[src/shared/uvr_pkg.sv]
/*
  Shared constants of the transceiver vendor register bank: register
  addresses, field positions, reset values, the audio key and the timing
  of the identification resistance measurement.
  Assumes the register bank runs on the 125 MHz ULPI-side clock.
*/
package uvr_pkg;

  localparam int unsigned CLK_PERIOD_NS = 8;
  // measurement length as a time, and its cycle count derived from it
  localparam int unsigned MEASURE_TIME_NS = 282000;
  localparam int unsigned MEASURE_CYCLES = MEASURE_TIME_NS / CLK_PERIOD_NS;
  localparam int unsigned MEASURE_CNT_W = 16;

  // highest address reachable as an immediate register
  localparam logic [7:0] IMMEDIATE_TOP = 8'h3F;
  localparam logic [7:0] IMMEDIATE_MASK = 8'h3F;

  localparam logic [7:0] ADDR_HS_DRIVE_AMPLITUDE = 8'h31;
  localparam logic [7:0] ADDR_HEADSET_SOUND_MODE = 8'h33;
  localparam logic [7:0] ADDR_ID_MEASURE_CONTROL = 8'h36;
  localparam logic [7:0] ADDR_ID_MEASURE_CONTROL_SET = 8'h37;
  localparam logic [7:0] ADDR_ID_MEASURE_CONTROL_CLEAR = 8'h38;
  localparam logic [7:0] ADDR_PIN_SUPPLY_CONTROL = 8'h39;
  localparam logic [7:0] ADDR_PIN_SUPPLY_CONTROL_SET = 8'h3A;
  localparam logic [7:0] ADDR_PIN_SUPPLY_CONTROL_CLEAR = 8'h3B;

  // drive amplitude field
  localparam int unsigned BOOST_LSB = 5;
  localparam int unsigned BOOST_MSB = 6;
  localparam logic [1:0] BOOST_NOMINAL = 2'h0;
  localparam logic [1:0] BOOST_RESERVED = 2'h1;
  localparam logic [1:0] BOOST_PLUS_7P4 = 2'h2;
  localparam logic [1:0] BOOST_PLUS_3P7 = 2'h3;

  // headset audio key
  localparam int unsigned KEY_MSB = 3;
  localparam logic [3:0] SOUND_KEY = 4'hA;
  localparam logic [3:0] KEY_RESET = 4'h0;

  // id measurement control fields
  localparam int unsigned CODE_MSB = 2;
  localparam int unsigned DONE_BIT = 3;
  localparam int unsigned GO_BIT = 4;
  localparam int unsigned SPARE_BIT = 5;
  localparam int unsigned IRQ_EN_BIT = 6;
  localparam logic [2:0] CODE_RESET = 3'h0;
  localparam logic [2:0] CODE_ZERO_OHM = 3'h0;
  localparam logic [2:0] CODE_75_OHM = 3'h1;
  localparam logic [2:0] CODE_100K = 3'h2;
  localparam logic [2:0] CODE_200K = 3'h3;
  localparam logic [2:0] CODE_440K = 3'h4;
  localparam logic [2:0] CODE_FLOATING = 3'h5;
  localparam logic [2:0] CODE_ERROR = 3'h7;

  // pin and supply control fields
  localparam int unsigned EXCHANGE_BIT = 1;
  localparam int unsigned SERIAL_LDO_LSB = 2;
  localparam int unsigned SERIAL_LDO_MSB = 3;
  localparam int unsigned PLUS_PULLUP_BIT = 4;
  localparam int unsigned MINUS_PULLUP_BIT = 5;
  localparam int unsigned BUS_LDO_LSB = 6;
  localparam int unsigned BUS_LDO_MSB = 7;
  // bit 0 is reserved and always reads zero
  localparam logic [7:0] PIN_SUPPLY_MASK = 8'hFE;
  localparam logic [7:0] PIN_SUPPLY_RESET = 8'h04;

  // regulator levels: 3.3 V, 3.0 V, 2.75 V, 2.5 V
  localparam logic [1:0] LDO_3V3 = 2'h0;
  localparam logic [1:0] LDO_3V0 = 2'h1;
  localparam logic [1:0] LDO_2V75 = 2'h2;
  localparam logic [1:0] LDO_2V5 = 2'h3;

  localparam logic [7:0] READ_ZERO = 8'h00;

endpackage : uvr_pkg

[src/uvr_id_meter.sv]
/*
  Identification resistance converter timing: a start pulse opens a fixed
  measurement window, at its end the sensed code is captured and a one
  cycle finish pulse is given.
  Assumes the sensed code from the analog front end is stable and
  synchronous to ref_clk at the end of the window.
*/
`timescale 1ns/1ps
module uvr_id_meter #(
  parameter int unsigned MEASURE_CYCLES = uvr_pkg::MEASURE_CYCLES
) (
  input wire logic ref_clk,
  input wire logic rst,
  input wire logic measure_start,
  input wire logic [2:0] sense_code,
  output logic measure_finish,
  output logic [2:0] result_code
);

  typedef enum logic [1:0] {
    UVR_MEAS_IDLE = 2'b01,
    UVR_MEAS_BUSY = 2'b10
  } uvr_meas_state_t;

  typedef struct packed {
    uvr_meas_state_t state;
    logic [uvr_pkg::MEASURE_CNT_W-1:0] count;
    logic finish;
    logic [2:0] code;
  } uvr_meter_t;

  localparam logic [uvr_pkg::MEASURE_CNT_W-1:0] LAST_COUNT =
    uvr_pkg::MEASURE_CNT_W'(MEASURE_CYCLES - 1);

  uvr_meter_t meter_reg;
  uvr_meter_t meter_next;

  always_comb begin
    meter_next = meter_reg;
    meter_next.finish = 1'b0;
    case (meter_reg.state)
      UVR_MEAS_IDLE: begin
        if (measure_start) begin
          meter_next.state = UVR_MEAS_BUSY;
          meter_next.count = '0;
        end
      end
      UVR_MEAS_BUSY: begin
        // a new start during a measurement is ignored
        if (meter_reg.count == LAST_COUNT) begin
          meter_next.state = UVR_MEAS_IDLE;
          meter_next.finish = 1'b1;
          meter_next.code = sense_code;
        end else begin
          meter_next.count = meter_reg.count + 1'b1;
        end
      end
      default: begin
        meter_next.state = UVR_MEAS_IDLE;
      end
    endcase
  end

  always_ff @(posedge ref_clk) begin
    if (rst) begin
      meter_reg.state <= UVR_MEAS_IDLE;
      meter_reg.count <= '0;
      meter_reg.finish <= 1'b0;
      meter_reg.code <= uvr_pkg::CODE_RESET;
    end else begin
      meter_reg <= meter_next;
    end
  end

  assign measure_finish = meter_reg.finish;
  assign result_code = meter_reg.code;

endmodule : uvr_id_meter

[src/uvr_vendor_regs.sv]
/*
  Vendor register bank of the transceiver, reached by decoded ULPI
  register read and write commands, immediate or extended. Holds the
  drive amplitude, headset key, id measurement control and the pin and
  supply control, and drives the matching controls of the analog side.
  Assumes the ULPI command decoder delivers one-cycle read and write
  strobes synchronous to ref_clk, and that mode inputs are synchronous.
*/
`timescale 1ns/1ps
module uvr_vendor_regs #(
  parameter int unsigned MEASURE_CYCLES = uvr_pkg::MEASURE_CYCLES
) (
  input wire logic ref_clk,
  input wire logic rst,
  input wire logic reg_write,
  input wire logic reg_read,
  input wire logic reg_extended,
  input wire logic [7:0] reg_addr,
  input wire logic [7:0] reg_wdata,
  output logic [7:0] reg_rdata,
  output logic reg_rvalid,
  input wire logic carkit_irq_enable,
  input wire logic [2:0] id_sense_code,
  input wire logic uart_mode,
  input wire logic serial_transmit_enable,
  output logic [1:0] hs_drive_boost,
  output logic earpiece_sound_enable,
  output logic data_pin_exchange,
  output logic plus_line_detect_pullup,
  output logic minus_line_detect_pullup,
  output logic [1:0] ldo_level,
  output logic [2:0] id_resistance_code,
  output logic id_measure_done,
  output logic alt_int
);

  typedef struct packed {
    logic [1:0] boost;
    logic [3:0] earpiece_sound_key;
    logic [2:0] id_resistance_code;
    logic id_measure_done;
    logic id_measure_go;
    logic spare;
    logic id_measure_irq_enable;
    logic [7:0] pin_supply;
    logic [7:0] rdata;
    logic rvalid;
    logic alt_int;
    logic sound_on;
    logic exchange;
    logic plus_pullup;
    logic minus_pullup;
    logic [1:0] ldo;
  } uvr_regs_t;

  uvr_regs_t regs_reg;
  uvr_regs_t regs_next;

  logic [7:0] eff_addr;
  logic addr_valid;
  logic [7:0] id_ctrl_view;
  logic [7:0] read_value;
  logic meas_start;
  logic meas_finish;
  logic [2:0] meas_code;
  logic go_written;
  logic id_write;
  logic id_set;
  logic id_clear;
  logic io_write;
  logic io_set;
  logic io_clear;
  logic id_read;
  logic [1:0] serial_level;
  logic [1:0] bus_level;

  // immediate commands carry six address bits, extended ones eight; an
  // extended address at or below the immediate top hits the same register
  always_comb begin
    if (reg_extended) begin
      eff_addr = reg_addr;
    end else begin
      eff_addr = reg_addr & uvr_pkg::IMMEDIATE_MASK;
    end
    addr_valid = (eff_addr <= uvr_pkg::IMMEDIATE_TOP);
  end

  // the conversion register image, identical at all three addresses
  always_comb begin
    id_ctrl_view = uvr_pkg::READ_ZERO;
    id_ctrl_view[uvr_pkg::CODE_MSB:0] = regs_reg.id_resistance_code;
    id_ctrl_view[uvr_pkg::DONE_BIT] = regs_reg.id_measure_done;
    id_ctrl_view[uvr_pkg::GO_BIT] = regs_reg.id_measure_go;
    id_ctrl_view[uvr_pkg::SPARE_BIT] = regs_reg.spare;
    id_ctrl_view[uvr_pkg::IRQ_EN_BIT] = regs_reg.id_measure_irq_enable;
  end

  // read multiplexer; unmapped addresses read as zero
  always_comb begin
    read_value = uvr_pkg::READ_ZERO;
    if (addr_valid) begin
      case (eff_addr)
        uvr_pkg::ADDR_HS_DRIVE_AMPLITUDE: begin
          read_value[uvr_pkg::BOOST_MSB:uvr_pkg::BOOST_LSB] =
            regs_reg.boost;
        end
        uvr_pkg::ADDR_HEADSET_SOUND_MODE: begin
          read_value[uvr_pkg::KEY_MSB:0] =
            regs_reg.earpiece_sound_key;
        end
        uvr_pkg::ADDR_ID_MEASURE_CONTROL,
        uvr_pkg::ADDR_ID_MEASURE_CONTROL_SET,
        uvr_pkg::ADDR_ID_MEASURE_CONTROL_CLEAR: begin
          read_value = id_ctrl_view;
        end
        uvr_pkg::ADDR_PIN_SUPPLY_CONTROL,
        uvr_pkg::ADDR_PIN_SUPPLY_CONTROL_SET,
        uvr_pkg::ADDR_PIN_SUPPLY_CONTROL_CLEAR: begin
          read_value = regs_reg.pin_supply;
        end
        default: begin
          read_value = uvr_pkg::READ_ZERO;
        end
      endcase
    end
  end

  // write address decode for the triple-addressed registers
  always_comb begin
    id_write = reg_write && addr_valid &&
      (eff_addr == uvr_pkg::ADDR_ID_MEASURE_CONTROL);
    id_set = reg_write && addr_valid &&
      (eff_addr == uvr_pkg::ADDR_ID_MEASURE_CONTROL_SET);
    id_clear = reg_write && addr_valid &&
      (eff_addr == uvr_pkg::ADDR_ID_MEASURE_CONTROL_CLEAR);
    io_write = reg_write && addr_valid &&
      (eff_addr == uvr_pkg::ADDR_PIN_SUPPLY_CONTROL);
    io_set = reg_write && addr_valid &&
      (eff_addr == uvr_pkg::ADDR_PIN_SUPPLY_CONTROL_SET);
    io_clear = reg_write && addr_valid &&
      (eff_addr == uvr_pkg::ADDR_PIN_SUPPLY_CONTROL_CLEAR);
    id_read = reg_read && addr_valid &&
      ((eff_addr == uvr_pkg::ADDR_ID_MEASURE_CONTROL) ||
       (eff_addr == uvr_pkg::ADDR_ID_MEASURE_CONTROL_SET) ||
       (eff_addr == uvr_pkg::ADDR_ID_MEASURE_CONTROL_CLEAR));
    go_written = (id_write || id_set) &&
      reg_wdata[uvr_pkg::GO_BIT];
  end

  always_comb begin
    regs_next = regs_reg;
    regs_next.rvalid = reg_read;
    regs_next.rdata = regs_reg.rdata;
    regs_next.alt_int = 1'b0;
    if (reg_read) begin
      regs_next.rdata = read_value;
    end

    // single-address registers
    if (reg_write && addr_valid &&
        (eff_addr == uvr_pkg::ADDR_HS_DRIVE_AMPLITUDE)) begin
      regs_next.boost =
        reg_wdata[uvr_pkg::BOOST_MSB:uvr_pkg::BOOST_LSB];
    end
    if (reg_write && addr_valid &&
        (eff_addr == uvr_pkg::ADDR_HEADSET_SOUND_MODE)) begin
      regs_next.earpiece_sound_key = reg_wdata[uvr_pkg::KEY_MSB:0];
    end

    // conversion register: write replaces, set ors, clear masks out;
    // the done flag is status only and never written
    if (id_write) begin
      regs_next.id_resistance_code = reg_wdata[uvr_pkg::CODE_MSB:0];
      regs_next.id_measure_go = reg_wdata[uvr_pkg::GO_BIT];
      regs_next.spare = reg_wdata[uvr_pkg::SPARE_BIT];
      regs_next.id_measure_irq_enable = reg_wdata[uvr_pkg::IRQ_EN_BIT];
    end else if (id_set) begin
      regs_next.id_resistance_code = regs_reg.id_resistance_code |
        reg_wdata[uvr_pkg::CODE_MSB:0];
      regs_next.id_measure_go = regs_reg.id_measure_go |
        reg_wdata[uvr_pkg::GO_BIT];
      regs_next.spare = regs_reg.spare | reg_wdata[uvr_pkg::SPARE_BIT];
      regs_next.id_measure_irq_enable = regs_reg.id_measure_irq_enable |
        reg_wdata[uvr_pkg::IRQ_EN_BIT];
    end else if (id_clear) begin
      regs_next.id_resistance_code = regs_reg.id_resistance_code &
        ~reg_wdata[uvr_pkg::CODE_MSB:0];
      regs_next.id_measure_go = regs_reg.id_measure_go &
        ~reg_wdata[uvr_pkg::GO_BIT];
      regs_next.spare = regs_reg.spare & ~reg_wdata[uvr_pkg::SPARE_BIT];
      regs_next.id_measure_irq_enable = regs_reg.id_measure_irq_enable &
        ~reg_wdata[uvr_pkg::IRQ_EN_BIT];
    end

    // reading the conversion register consumes the done flag
    if (id_read) begin
      regs_next.id_measure_done = 1'b0;
    end

    // completion beats a same-cycle read or software write, so no result
    // is lost; it loads the code, sets done and drops the start bit
    if (meas_finish) begin
      regs_next.id_resistance_code = meas_code;
      regs_next.id_measure_done = 1'b1;
      regs_next.id_measure_go = 1'b0;
      if (!regs_reg.id_measure_done &&
          (regs_reg.id_measure_irq_enable || carkit_irq_enable)) begin
        regs_next.alt_int = 1'b1;
      end
    end

    // pin and supply register
    if (io_write) begin
      regs_next.pin_supply = reg_wdata & uvr_pkg::PIN_SUPPLY_MASK;
    end else if (io_set) begin
      regs_next.pin_supply = regs_reg.pin_supply |
        (reg_wdata & uvr_pkg::PIN_SUPPLY_MASK);
    end else if (io_clear) begin
      regs_next.pin_supply = regs_reg.pin_supply &
        ~(reg_wdata & uvr_pkg::PIN_SUPPLY_MASK);
    end

    // registered analog controls, taken from the stored fields
    regs_next.sound_on =
      (regs_reg.earpiece_sound_key == uvr_pkg::SOUND_KEY);
    regs_next.exchange = regs_reg.pin_supply[uvr_pkg::EXCHANGE_BIT];
    regs_next.plus_pullup = uart_mode ||
      regs_reg.pin_supply[uvr_pkg::PLUS_PULLUP_BIT];
    regs_next.minus_pullup = uart_mode ||
      regs_reg.pin_supply[uvr_pkg::MINUS_PULLUP_BIT];
    // the serial level only takes over once the transmitter is enabled,
    // so the supply does not drop before the serial link is live
    if (uart_mode && serial_transmit_enable) begin
      regs_next.ldo = serial_level;
    end else begin
      regs_next.ldo = bus_level;
    end
  end

  assign serial_level =
    regs_reg.pin_supply[uvr_pkg::SERIAL_LDO_MSB:uvr_pkg::SERIAL_LDO_LSB];
  assign bus_level =
    regs_reg.pin_supply[uvr_pkg::BUS_LDO_MSB:uvr_pkg::BUS_LDO_LSB];

  // a measurement starts on the cycle the start bit is written as one
  assign meas_start = go_written;

  uvr_id_meter #(
    .MEASURE_CYCLES(MEASURE_CYCLES)
  ) u_id_meter (
    .ref_clk(ref_clk),
    .rst(rst),
    .measure_start(meas_start),
    .sense_code(id_sense_code),
    .measure_finish(meas_finish),
    .result_code(meas_code)
  );

  always_ff @(posedge ref_clk) begin
    if (rst) begin
      regs_reg.boost <= uvr_pkg::BOOST_NOMINAL;
      regs_reg.earpiece_sound_key <= uvr_pkg::KEY_RESET;
      regs_reg.id_resistance_code <= uvr_pkg::CODE_RESET;
      regs_reg.id_measure_done <= 1'b0;
      regs_reg.id_measure_go <= 1'b0;
      regs_reg.spare <= 1'b0;
      regs_reg.id_measure_irq_enable <= 1'b0;
      regs_reg.pin_supply <= uvr_pkg::PIN_SUPPLY_RESET;
      regs_reg.rdata <= uvr_pkg::READ_ZERO;
      regs_reg.rvalid <= 1'b0;
      regs_reg.alt_int <= 1'b0;
      regs_reg.sound_on <= 1'b0;
      regs_reg.exchange <= 1'b0;
      regs_reg.plus_pullup <= 1'b0;
      regs_reg.minus_pullup <= 1'b0;
      regs_reg.ldo <= uvr_pkg::LDO_3V3;
    end else begin
      regs_reg <= regs_next;
    end
  end

  assign reg_rdata = regs_reg.rdata;
  assign reg_rvalid = regs_reg.rvalid;
  assign hs_drive_boost = regs_reg.boost;
  assign earpiece_sound_enable = regs_reg.sound_on;
  assign data_pin_exchange = regs_reg.exchange;
  assign plus_line_detect_pullup = regs_reg.plus_pullup;
  assign minus_line_detect_pullup = regs_reg.minus_pullup;
  assign ldo_level = regs_reg.ldo;
  assign id_resistance_code = regs_reg.id_resistance_code;
  assign id_measure_done = regs_reg.id_measure_done;
  assign alt_int = regs_reg.alt_int;

endmodule : uvr_vendor_regs

[config.mk]
export PLATFORM = sky130hd
export DESIGN_NAME = uvr_vendor_regs
export DESIGN_NICKNAME = d
export VERILOG_FILES = /design/src/shared/uvr_pkg.sv /design/src/uvr_id_meter.sv /design/src/uvr_vendor_regs.sv
export SDC_FILE = /design/constraint.sdc
export NUM_CORES = 1
export LEC_CHECK = 0
export BUFFER_PORTS_ARGS = -buffer_cell sky130_fd_sc_hd__buf_2
export CAP_MARGIN = 20
export CORE_ASPECT_RATIO = 0.5
export CORE_UTILIZATION = 52
export CTS_BUF_LIST = sky130_fd_sc_hd__clkbuf_4
export DETAILED_ROUTE_END_ITERATION = 16
export PLACE_DENSITY_LB_ADDON = 0.25
export SYNTH_ARGS = -nofsm -noshare
export SYNTH_HDL_FRONTEND = slang
export SYNTH_SLANG_ARGS = --single-unit
[constraint.sdc]
create_clock -name ref_clk -period 1.5 [get_ports ref_clk]
set_clock_uncertainty 0.05 [all_clocks]
set_input_delay 0.075 -clock ref_clk [delete_from_list [all_inputs] [get_ports ref_clk]]
set_output_delay 0.075 -clock ref_clk [all_outputs]
set_load 0.03 [all_outputs]
==> reports/results.txt, run 1 <==
The power density normalized to cell area works out to 804.3 nW/µm². Setup repair after global routing could not meet its margin everywhere. The actual slew at the worst max-slew pin is 0.4366 ns, and the width of the chip is 105.0 µm.

TritonCTS built the clock tree. Summing all multi-input logic gate instances after layout gives 1458 µm². The tools report the met3 layer usage reported by global route as 8.867%.

The logs give 71.18% for the utilization of the core after routing and 0.5767 GHz for the top achievable clock speed. The slowest stage cell on the critical path was or4b_4. The number of antenna violations at the first check in global routing came out at 1.

After detailed routing, the total wire length is 6987 µm. For the worst setup path, the data required time is 1.74 ns. The met1 track utilization from global routing is 30.92%. The run gives 4974 µm as the half-perimeter wire length of the detailed placement result. The post-route clock period utilization works out to 115.6%. Yosys printed 0 warnings. The number of nets in the layout was 424. In this run the tightest slew margin relative to its limit is 70.70%. For the worst setup path, the data arrival time is 1.98 ns. In this run the vertical extent of the chip is 53.51 µm. Setup violations remaining at the end of the flow were counted as 9. The tools report the post-placement setup slack as -0.1805 ns. After floorplanning, the core was divided into 18 placement rows. The all-layer global routing usage was 25.99%; the effective utilization at floorplan was 54.93%. Share of cells above drive strength 1: 31.25%. At the end of routability-driven placement, the weighted congestion stood at 0.8775. For this run, global-route usage on met2 was measured as 45.36%.

Clock-pin slew was measured on the worst setup and hold paths at 0.10 ns. For the worst-skew pair, the clock arrives at the later sink with an insertion delay of 0.40 ns. For this design the static power due to leakage is 1.442 nW. For this run, the slowest stage of the critical path takes 0.57 ns. Final total negative setup slack: -1.508 ns.

The worst setup path is launched from a flop. The portion of synthesized cell area occupied by the leading cell type is 42.09%. The category of the worst setup path capture point was a flop. The first global-routing pass estimated 11030 µm of wire. The first routing iteration left 115 violations. The tools report the distinct cell type count of the synthesized netlist as 54.

For this design the top-level I/O count stands at 49. The run gives 0 as the final routed DRC violation total. The floorplan step defined a die boundary enclosing 5619 µm². Of all cell types, the one taking the most synthesized area is dfxtp_1. Number of clock sinks: 58. For the max-cap check violation count, the log shows 0. The root buffer cell is clkbuf_4.

The sequential cells in the finished layout cover a total of 1176 µm². The number of fillers in the final layout is 370. Leaving out fill and tap cells, the most frequent cell in the layout is dfxtp_1. The detail route stage leaves a number of antenna-violating nets equal to 0. Net count of the mapped netlist: 337. The final instance area is 3575 µm². The count of endpoints failing hold in the final timing report came out at 0. The global-route layer with the greatest usage is met2.

Using the TritonRoute via totals, the vias-per-cell ratio works out to 5.594. The tools report the buffer levels on the longest clock path as 2. The signal on the critical path passes through or4b_4 > o41ai_4 > a21o_1 > inv_1.

The final reports fail on negative setup slack. Buffers inserted during clock tree synthesis total 9. For the post-detailed-placement cell area, the log shows 3219 µm². The via count of the first global-routing pass was 2382.

The cell area that synthesis handed to floorplanning was 2759 µm². After global routing the overflow that remains totals 0. In the layout the commonest cells are dfxtp_1, buf_2, nor2_1, buf_4, nand2_1. The flow ran to the end, but the final reports show violations. The synthesized area per cell was 8.957 µm²; the average wire per standard cell was 14.83 µm. The class of the worst hold path was in2reg. The sequential element share of the synthesized area is 42.09%. The number of instances in the synthesized netlist was 308.

Along the worst path, the maximum fanout reaches 5. The tools report the final max-slew violation count as 0. Yosys attributes the largest share of cell area to dfxtp_1, nor2_1, buf_4, o21ai_0, xnor2_1. The area growth from synthesis to layout is 29.57%. Number of detailed-routing iterations run before antenna repair: 5.

Of all flip-flops after synthesis, the portion carrying an async set or reset was 0%. Entering global routing, the biggest net connects 20 pins. In this run the standard cell core region covers 5022 µm². In this run, synthesis inferred 0 flip-flops with an integrated enable. The most used flip-flop cell after synthesis is dfxtp_1. Number of vias after detailed routing: 2635. The worst path setup slack after routing came out at -0.2340 ns.

Counting flops and latches in the post-synthesis netlist gives 58. Critical path start-end classification: reg2reg. VDD sags by at most 0.4867 mV. The shortest clock period the worst path allows after layout works out to 1.734 ns. The number of I/O port buffers works out to 48.

The H-tree generated during clock tree synthesis spans 3 levels.
[routing by layer]
metal  vias to the layer above  part of all wire [%]
met4                         0                  0.82
li1                       1297                     -
met5                         -                     0
met1                      1229                    45
met2                       100                    47
met3                         9                   7.3
[Yosys cell counts, types with 4 or more instances]
master / instances
dfxtp_1: 58
nor2_1: 38
nand2_1: 20
o21ai_0: 19
buf_4: 15
nand4_1: 10
a21oi_1: 9
nand3_1: 9
xnor2_1: 9
clkbuf_1: 8
nor4b_1: 8
inv_1: 7
nand2b_1: 7
mux2i_1: 6
nor4_1: 6
a221o_1: 5
a222oi_1: 5
nand4b_1: 5
nor2b_1: 5
o211ai_1: 5
a22oi_1: 4
xor2_1: 4
[cell type report]
class                   count  area share [%]
flip-flops and latches     58           32.90
well taps                  70           2.450
multi-input cells         216           40.78
inverters                   7          0.7350
clock inverters             7           1.680
repair buffers            103           19.50
clock buffers               9           1.890
diodes                      1         0.07000
[worst max-delay path, delay by kind of cell, from the launching register on]
kind | cells | cell delay [ns]
simple gates | 1 | 0.57
buf+inv | 1 | 0.04
compound gates | 2 | 0.64
flops | 1 | 0.33
[repair_timing]
action                                  4_1_cts  5_1_grt
buffers inserted                              0        0
cloned                                        0        0
pin swaps                                     6        7
gates resized for setup                       8        9
endpoints found under the setup margin       12       15
hold endpoints to repair                     28        0
hold buffers                                 16        0
[logic make-up (layout without fill, tap and decap cells)]
logic type / Yosys count / count (layout) / share of synthesized area [%]
other: 0 / 1 / 0
XOR/XNOR: 13 / 13 / 4.127
multiplexers: 6 / 6 / 2.177
AO/OA/AOI/OAI: 63 / 63 / 16.24
AND/OR/NAND/NOR: 132 / 132 / 27.62
adder cells (fa/ha/maj): 2 / 2 / 0.9069
buffers and inverters: 34 / 126 / 6.848
flip-flops: 58 / 58 / 42.09
[worst paths after layout]
path	startpoint	endpoint	slack [ns]	cells past startpoint
setup / recovery	u_id_meter.meter_reg[7]	u_id_meter.meter_reg[21]	-0.23	4
hold / removal	reg_addr[4]	reg_rdata[7]	0.13	5
setup reg to reg	u_id_meter.meter_reg[7]	u_id_meter.meter_reg[21]	-0.23	4
hold reg to reg	reg_rdata[6]	reg_rdata[6]	0.41	2
[power breakdown]
part	total [mW]	switching, mW	leakage, nW	internal [mW]
combinational	0.257	0.140	0.899	0.116
sequential	1.55	0.00520	0.473	1.54
clock	1.07	0.580	0.0706	0.488
[through the flow]
step	instances	power [mW]	hold slack, ns
4_1_cts	470	2.895	0.09417
5_1_grt	471	3.011	0.1255
3_5_place_dp	438	1.808	0.2815
2_1_floorplan	308	1.699	0.1082
3_3_place_gp	438	1.802	0.2663
6_report	471	2.875	0.1329
Note: power is estimated with default switching activity, not from simulation.
==> run 2, diff against run 1 <==
--- a/config.mk
+++ b/config.mk
@@ -11,7 +11,7 @@
 export CORE_UTILIZATION = 52
 export CTS_BUF_LIST = sky130_fd_sc_hd__clkbuf_4
 export DETAILED_ROUTE_END_ITERATION = 16
-export PLACE_DENSITY_LB_ADDON = 0.25
+export PLACE_DENSITY = 0.87
 export SYNTH_ARGS = -nofsm -noshare
 export SYNTH_HDL_FRONTEND = slang
 export SYNTH_SLANG_ARGS = --single-unit
==> run 2 against run 1 <==
Effect of this change:
- wire length is 10% higher
- register-to-register slack hardly changed
- count of clock-buffer cells in the layout is 1 higher
- non-clock buffer count is 3 lower
- hold slack worse by 0.10 ns
- the run still ends with negative setup slack left
==> reports/results.txt, run 2 (synthesized netlist as in run 1, its figures left out) <==
The run gives 5022 µm² as the core area. Cell internal power was estimated by the tool at 2.342 mW. The endpoint identified for the worst register-to-register timing path is u_id_meter.meter_reg[21]. Static timing analysis puts the maximum clock frequency at 0.5789 GHz.

The tools report the effective utilization at floorplan as 54.93%. End point of the worst hold path: ldo_level[1]. Data arrives at the worst endpoint at 1.99 ns. In this run the core area contains 18 standard-cell rows.

The library cell used most frequently in the layout, excluding fill and tap cells, is dfxtp_1. The cell sitting at the root of the clock tree is a clkbuf_4. The depth of the worst register-to-register path came out at 4. Of the total power, combinational logic draws 8.2%.

The setup-violating endpoint count in the final report came out at 12. Setup repair after global routing could not meet its margin everywhere. On the critical path, the stage with the largest delay is an instance of or4b_4. The run gives 0.03206 ns as the minimum hold slack.

For this design, the sink count on the clock tree is 58. The post-route clock period utilization was 115.2%. The share of cells above drive strength 1 is 30.48%, and the wire length of the first global-routing pass is 11820 µm. At the pin with the least slew margin, the transition time is 0.5277 ns. On the worst path, the slowest cell contributes a delay of 0.57 ns. Across the VDD grid, the largest voltage drop is 0.6337 mV. The critical path goes through or4b_4 > o41ai_4 > a21o_1 > inv_1. Clock power share: 41.5%.

The congestion estimate from routability-driven global placement came to 0.8499. Summed over all nets, the switching power comes to 744.0 µW. The kind of cell with the highest combined delay along the critical path is compound AO/OA/AOI/OAI gates. The number of detailed-routing iterations run before antenna repair was 5.

In the layout the commonest cells are dfxtp_1, buf_2, nor2_1. The final routed DRC violation total is 0, and the I/O pin count is 49. The logs give 0 for the number of antenna violations at the first check in global routing and 28.08% for the all-layer global routing usage. The worst path setup slack after routing is -0.2275 ns.

Critical path start-end classification: reg2reg. STA classifies the critical path endpoint as a flop. The flow ran to the end, but the final reports show violations. Sequential cells burn 50.3% of the power. For flop-to-flop paths, the worst setup slack is -0.23 ns. Class of the worst hold path: in2reg.

Detailed routing inserted a total of 2779 vias. The number of clock buffers added by TritonCTS is 9. After clock tree synthesis, the clock-pin slew on the worst setup and hold paths is 0.09 ns. Port buffering added 48 buffers. Die boundary height: 53.51 µm. Die outline area: 5619 µm². The final reports fail on negative setup slack. The largest fanout on the critical path was 5; the worst endpoint required time was 1.77 ns. Wires add up to 7707 µm. The detailed router finished its first iteration with 206 violations. The max-cap check violation count is 0, and the number of nets with antenna violations after detailed routing is 0. Entering global routing, the biggest net connects 23 pins. Counting instances, the worst hold path has a depth of 2. The H-tree depth came out at 3. The critical path buffer and inverter count works out to 1. In the final routed layout, each cell accounts on average for 16.50 µm. The clock network latency to the later pin of the worst-skew pair was 0.43 ns.

The synthesis-to-finish area growth is 29.84%, and the shortest clock period the worst path allows after layout is 1.728 ns. Number of nets in the layout: 421. In the routed layout, each cell is associated on average with a via count of 5.951. The repair_antennas step left the layout with diodes totalling 0. STA classifies the critical path startpoint as a flop. The count of endpoints failing hold in the final timing report is 0. The total overflow left after global routing is 0.

Power comes to 3.086 mW. Counting along the longest clock path gives a buffer depth of 2. Counting buffers and inverters, the worst setup path is 4 cells deep.

The number of fillers in the final layout came out at 340. The tools report the reg-to-reg startpoint as u_id_meter.meter_reg[17]. The run gives 0 as the final max-slew violation count.

The worst pin sits at a relative slew slack of 64.67%. The power density normalized to cell area was 861.5 nW/µm². The post-placement setup slack is -0.2102 ns. The via count of the first global-routing pass is 2563. TritonCTS built the clock tree. The worst hold path begins at rst.

Net switching is 24.11% of the power. The die is 105.0 µm wide. The standby leakage power is 1.475 nW, and the half-perimeter wire length of the detailed placement result is 5007 µm.
==> run 2: how the worst max path moves through the flow <==
stage                                            to                startpoint  slack [ns]
after floorplan             u_id_meter.meter_reg[4]  u_id_meter.meter_reg[17]       -0.14
after global placement     u_id_meter.meter_reg[21]  u_id_meter.meter_reg[17]       -0.17
after detailed placement   u_id_meter.meter_reg[21]  u_id_meter.meter_reg[17]       -0.21
after CTS                  u_id_meter.meter_reg[21]  u_id_meter.meter_reg[10]       -0.23
after global routing      u_id_meter.result_code[0]  u_id_meter.meter_reg[16]       -0.28
final                      u_id_meter.meter_reg[21]  u_id_meter.meter_reg[17]       -0.23
==> run 2: routing by layer <==
layer	vias to the layer above	share of wire [%]	GRT usage, %
li1	1292	-	-
met3	25	8.6	10.47
met4	0	2.2	8.685
met2	151	49	51.43
met1	1311	40	31.45
met5	-	0	0
==> run 2: metrics by stage <==
stage	util [%]	instance area [µm²]	cells	setup TNS, ns
after global routing	71.33	3582	467	-2.769
after floorplan	-	2761	308	-0.9504
after global placement	63.50	3189	434	-0.9602
after CTS	70.20	3526	466	-1.472
final	71.33	3582	467	-1.640
after detailed placement	63.50	3189	434	-1.447
==> run 2: layout make-up <==
cell class                 count  area (µm²)  area share, %
inverter                       7       26.28         0.7335
timing repair buffer         100       670.6          18.72
clock buffer                  10       75.07          2.096
multi-input combinational    216        1475          41.18
clock inverter                 6       81.33          2.270
sequential                    58        1166          32.55
tap                           70       87.58          2.445
==> run 2: power groups by stage <==
stage	registers, mW	logic [mW]	clock network [mW]
after floorplan	1.60	0.102	0
after global placement	1.59	0.203	0
after detailed placement	1.59	0.210	0
after CTS	1.55	0.244	1.30
after global routing	1.55	0.274	1.37
final	1.55	0.252	1.28
==> run 2: worst register-to-register path: cells and delay by family, from the launching register on <==
kind                   cells  cell delay [ns]
flip-flops                 1             0.33
AO/OA/AOI/OAI              2             0.64
AND/OR/NAND/NOR            1             0.57
buffers and inverters      1             0.05
==> run 2: timing repair <==
action / in CTS / in global routing
gates resized for setup: 5 / 8
hold endpoints to repair: 29 / 0
setup buffers: 0 / 1
endpoints found under the setup margin: 16 / 18
pin swaps: 4 / 8
hold buffers: 16 / 0
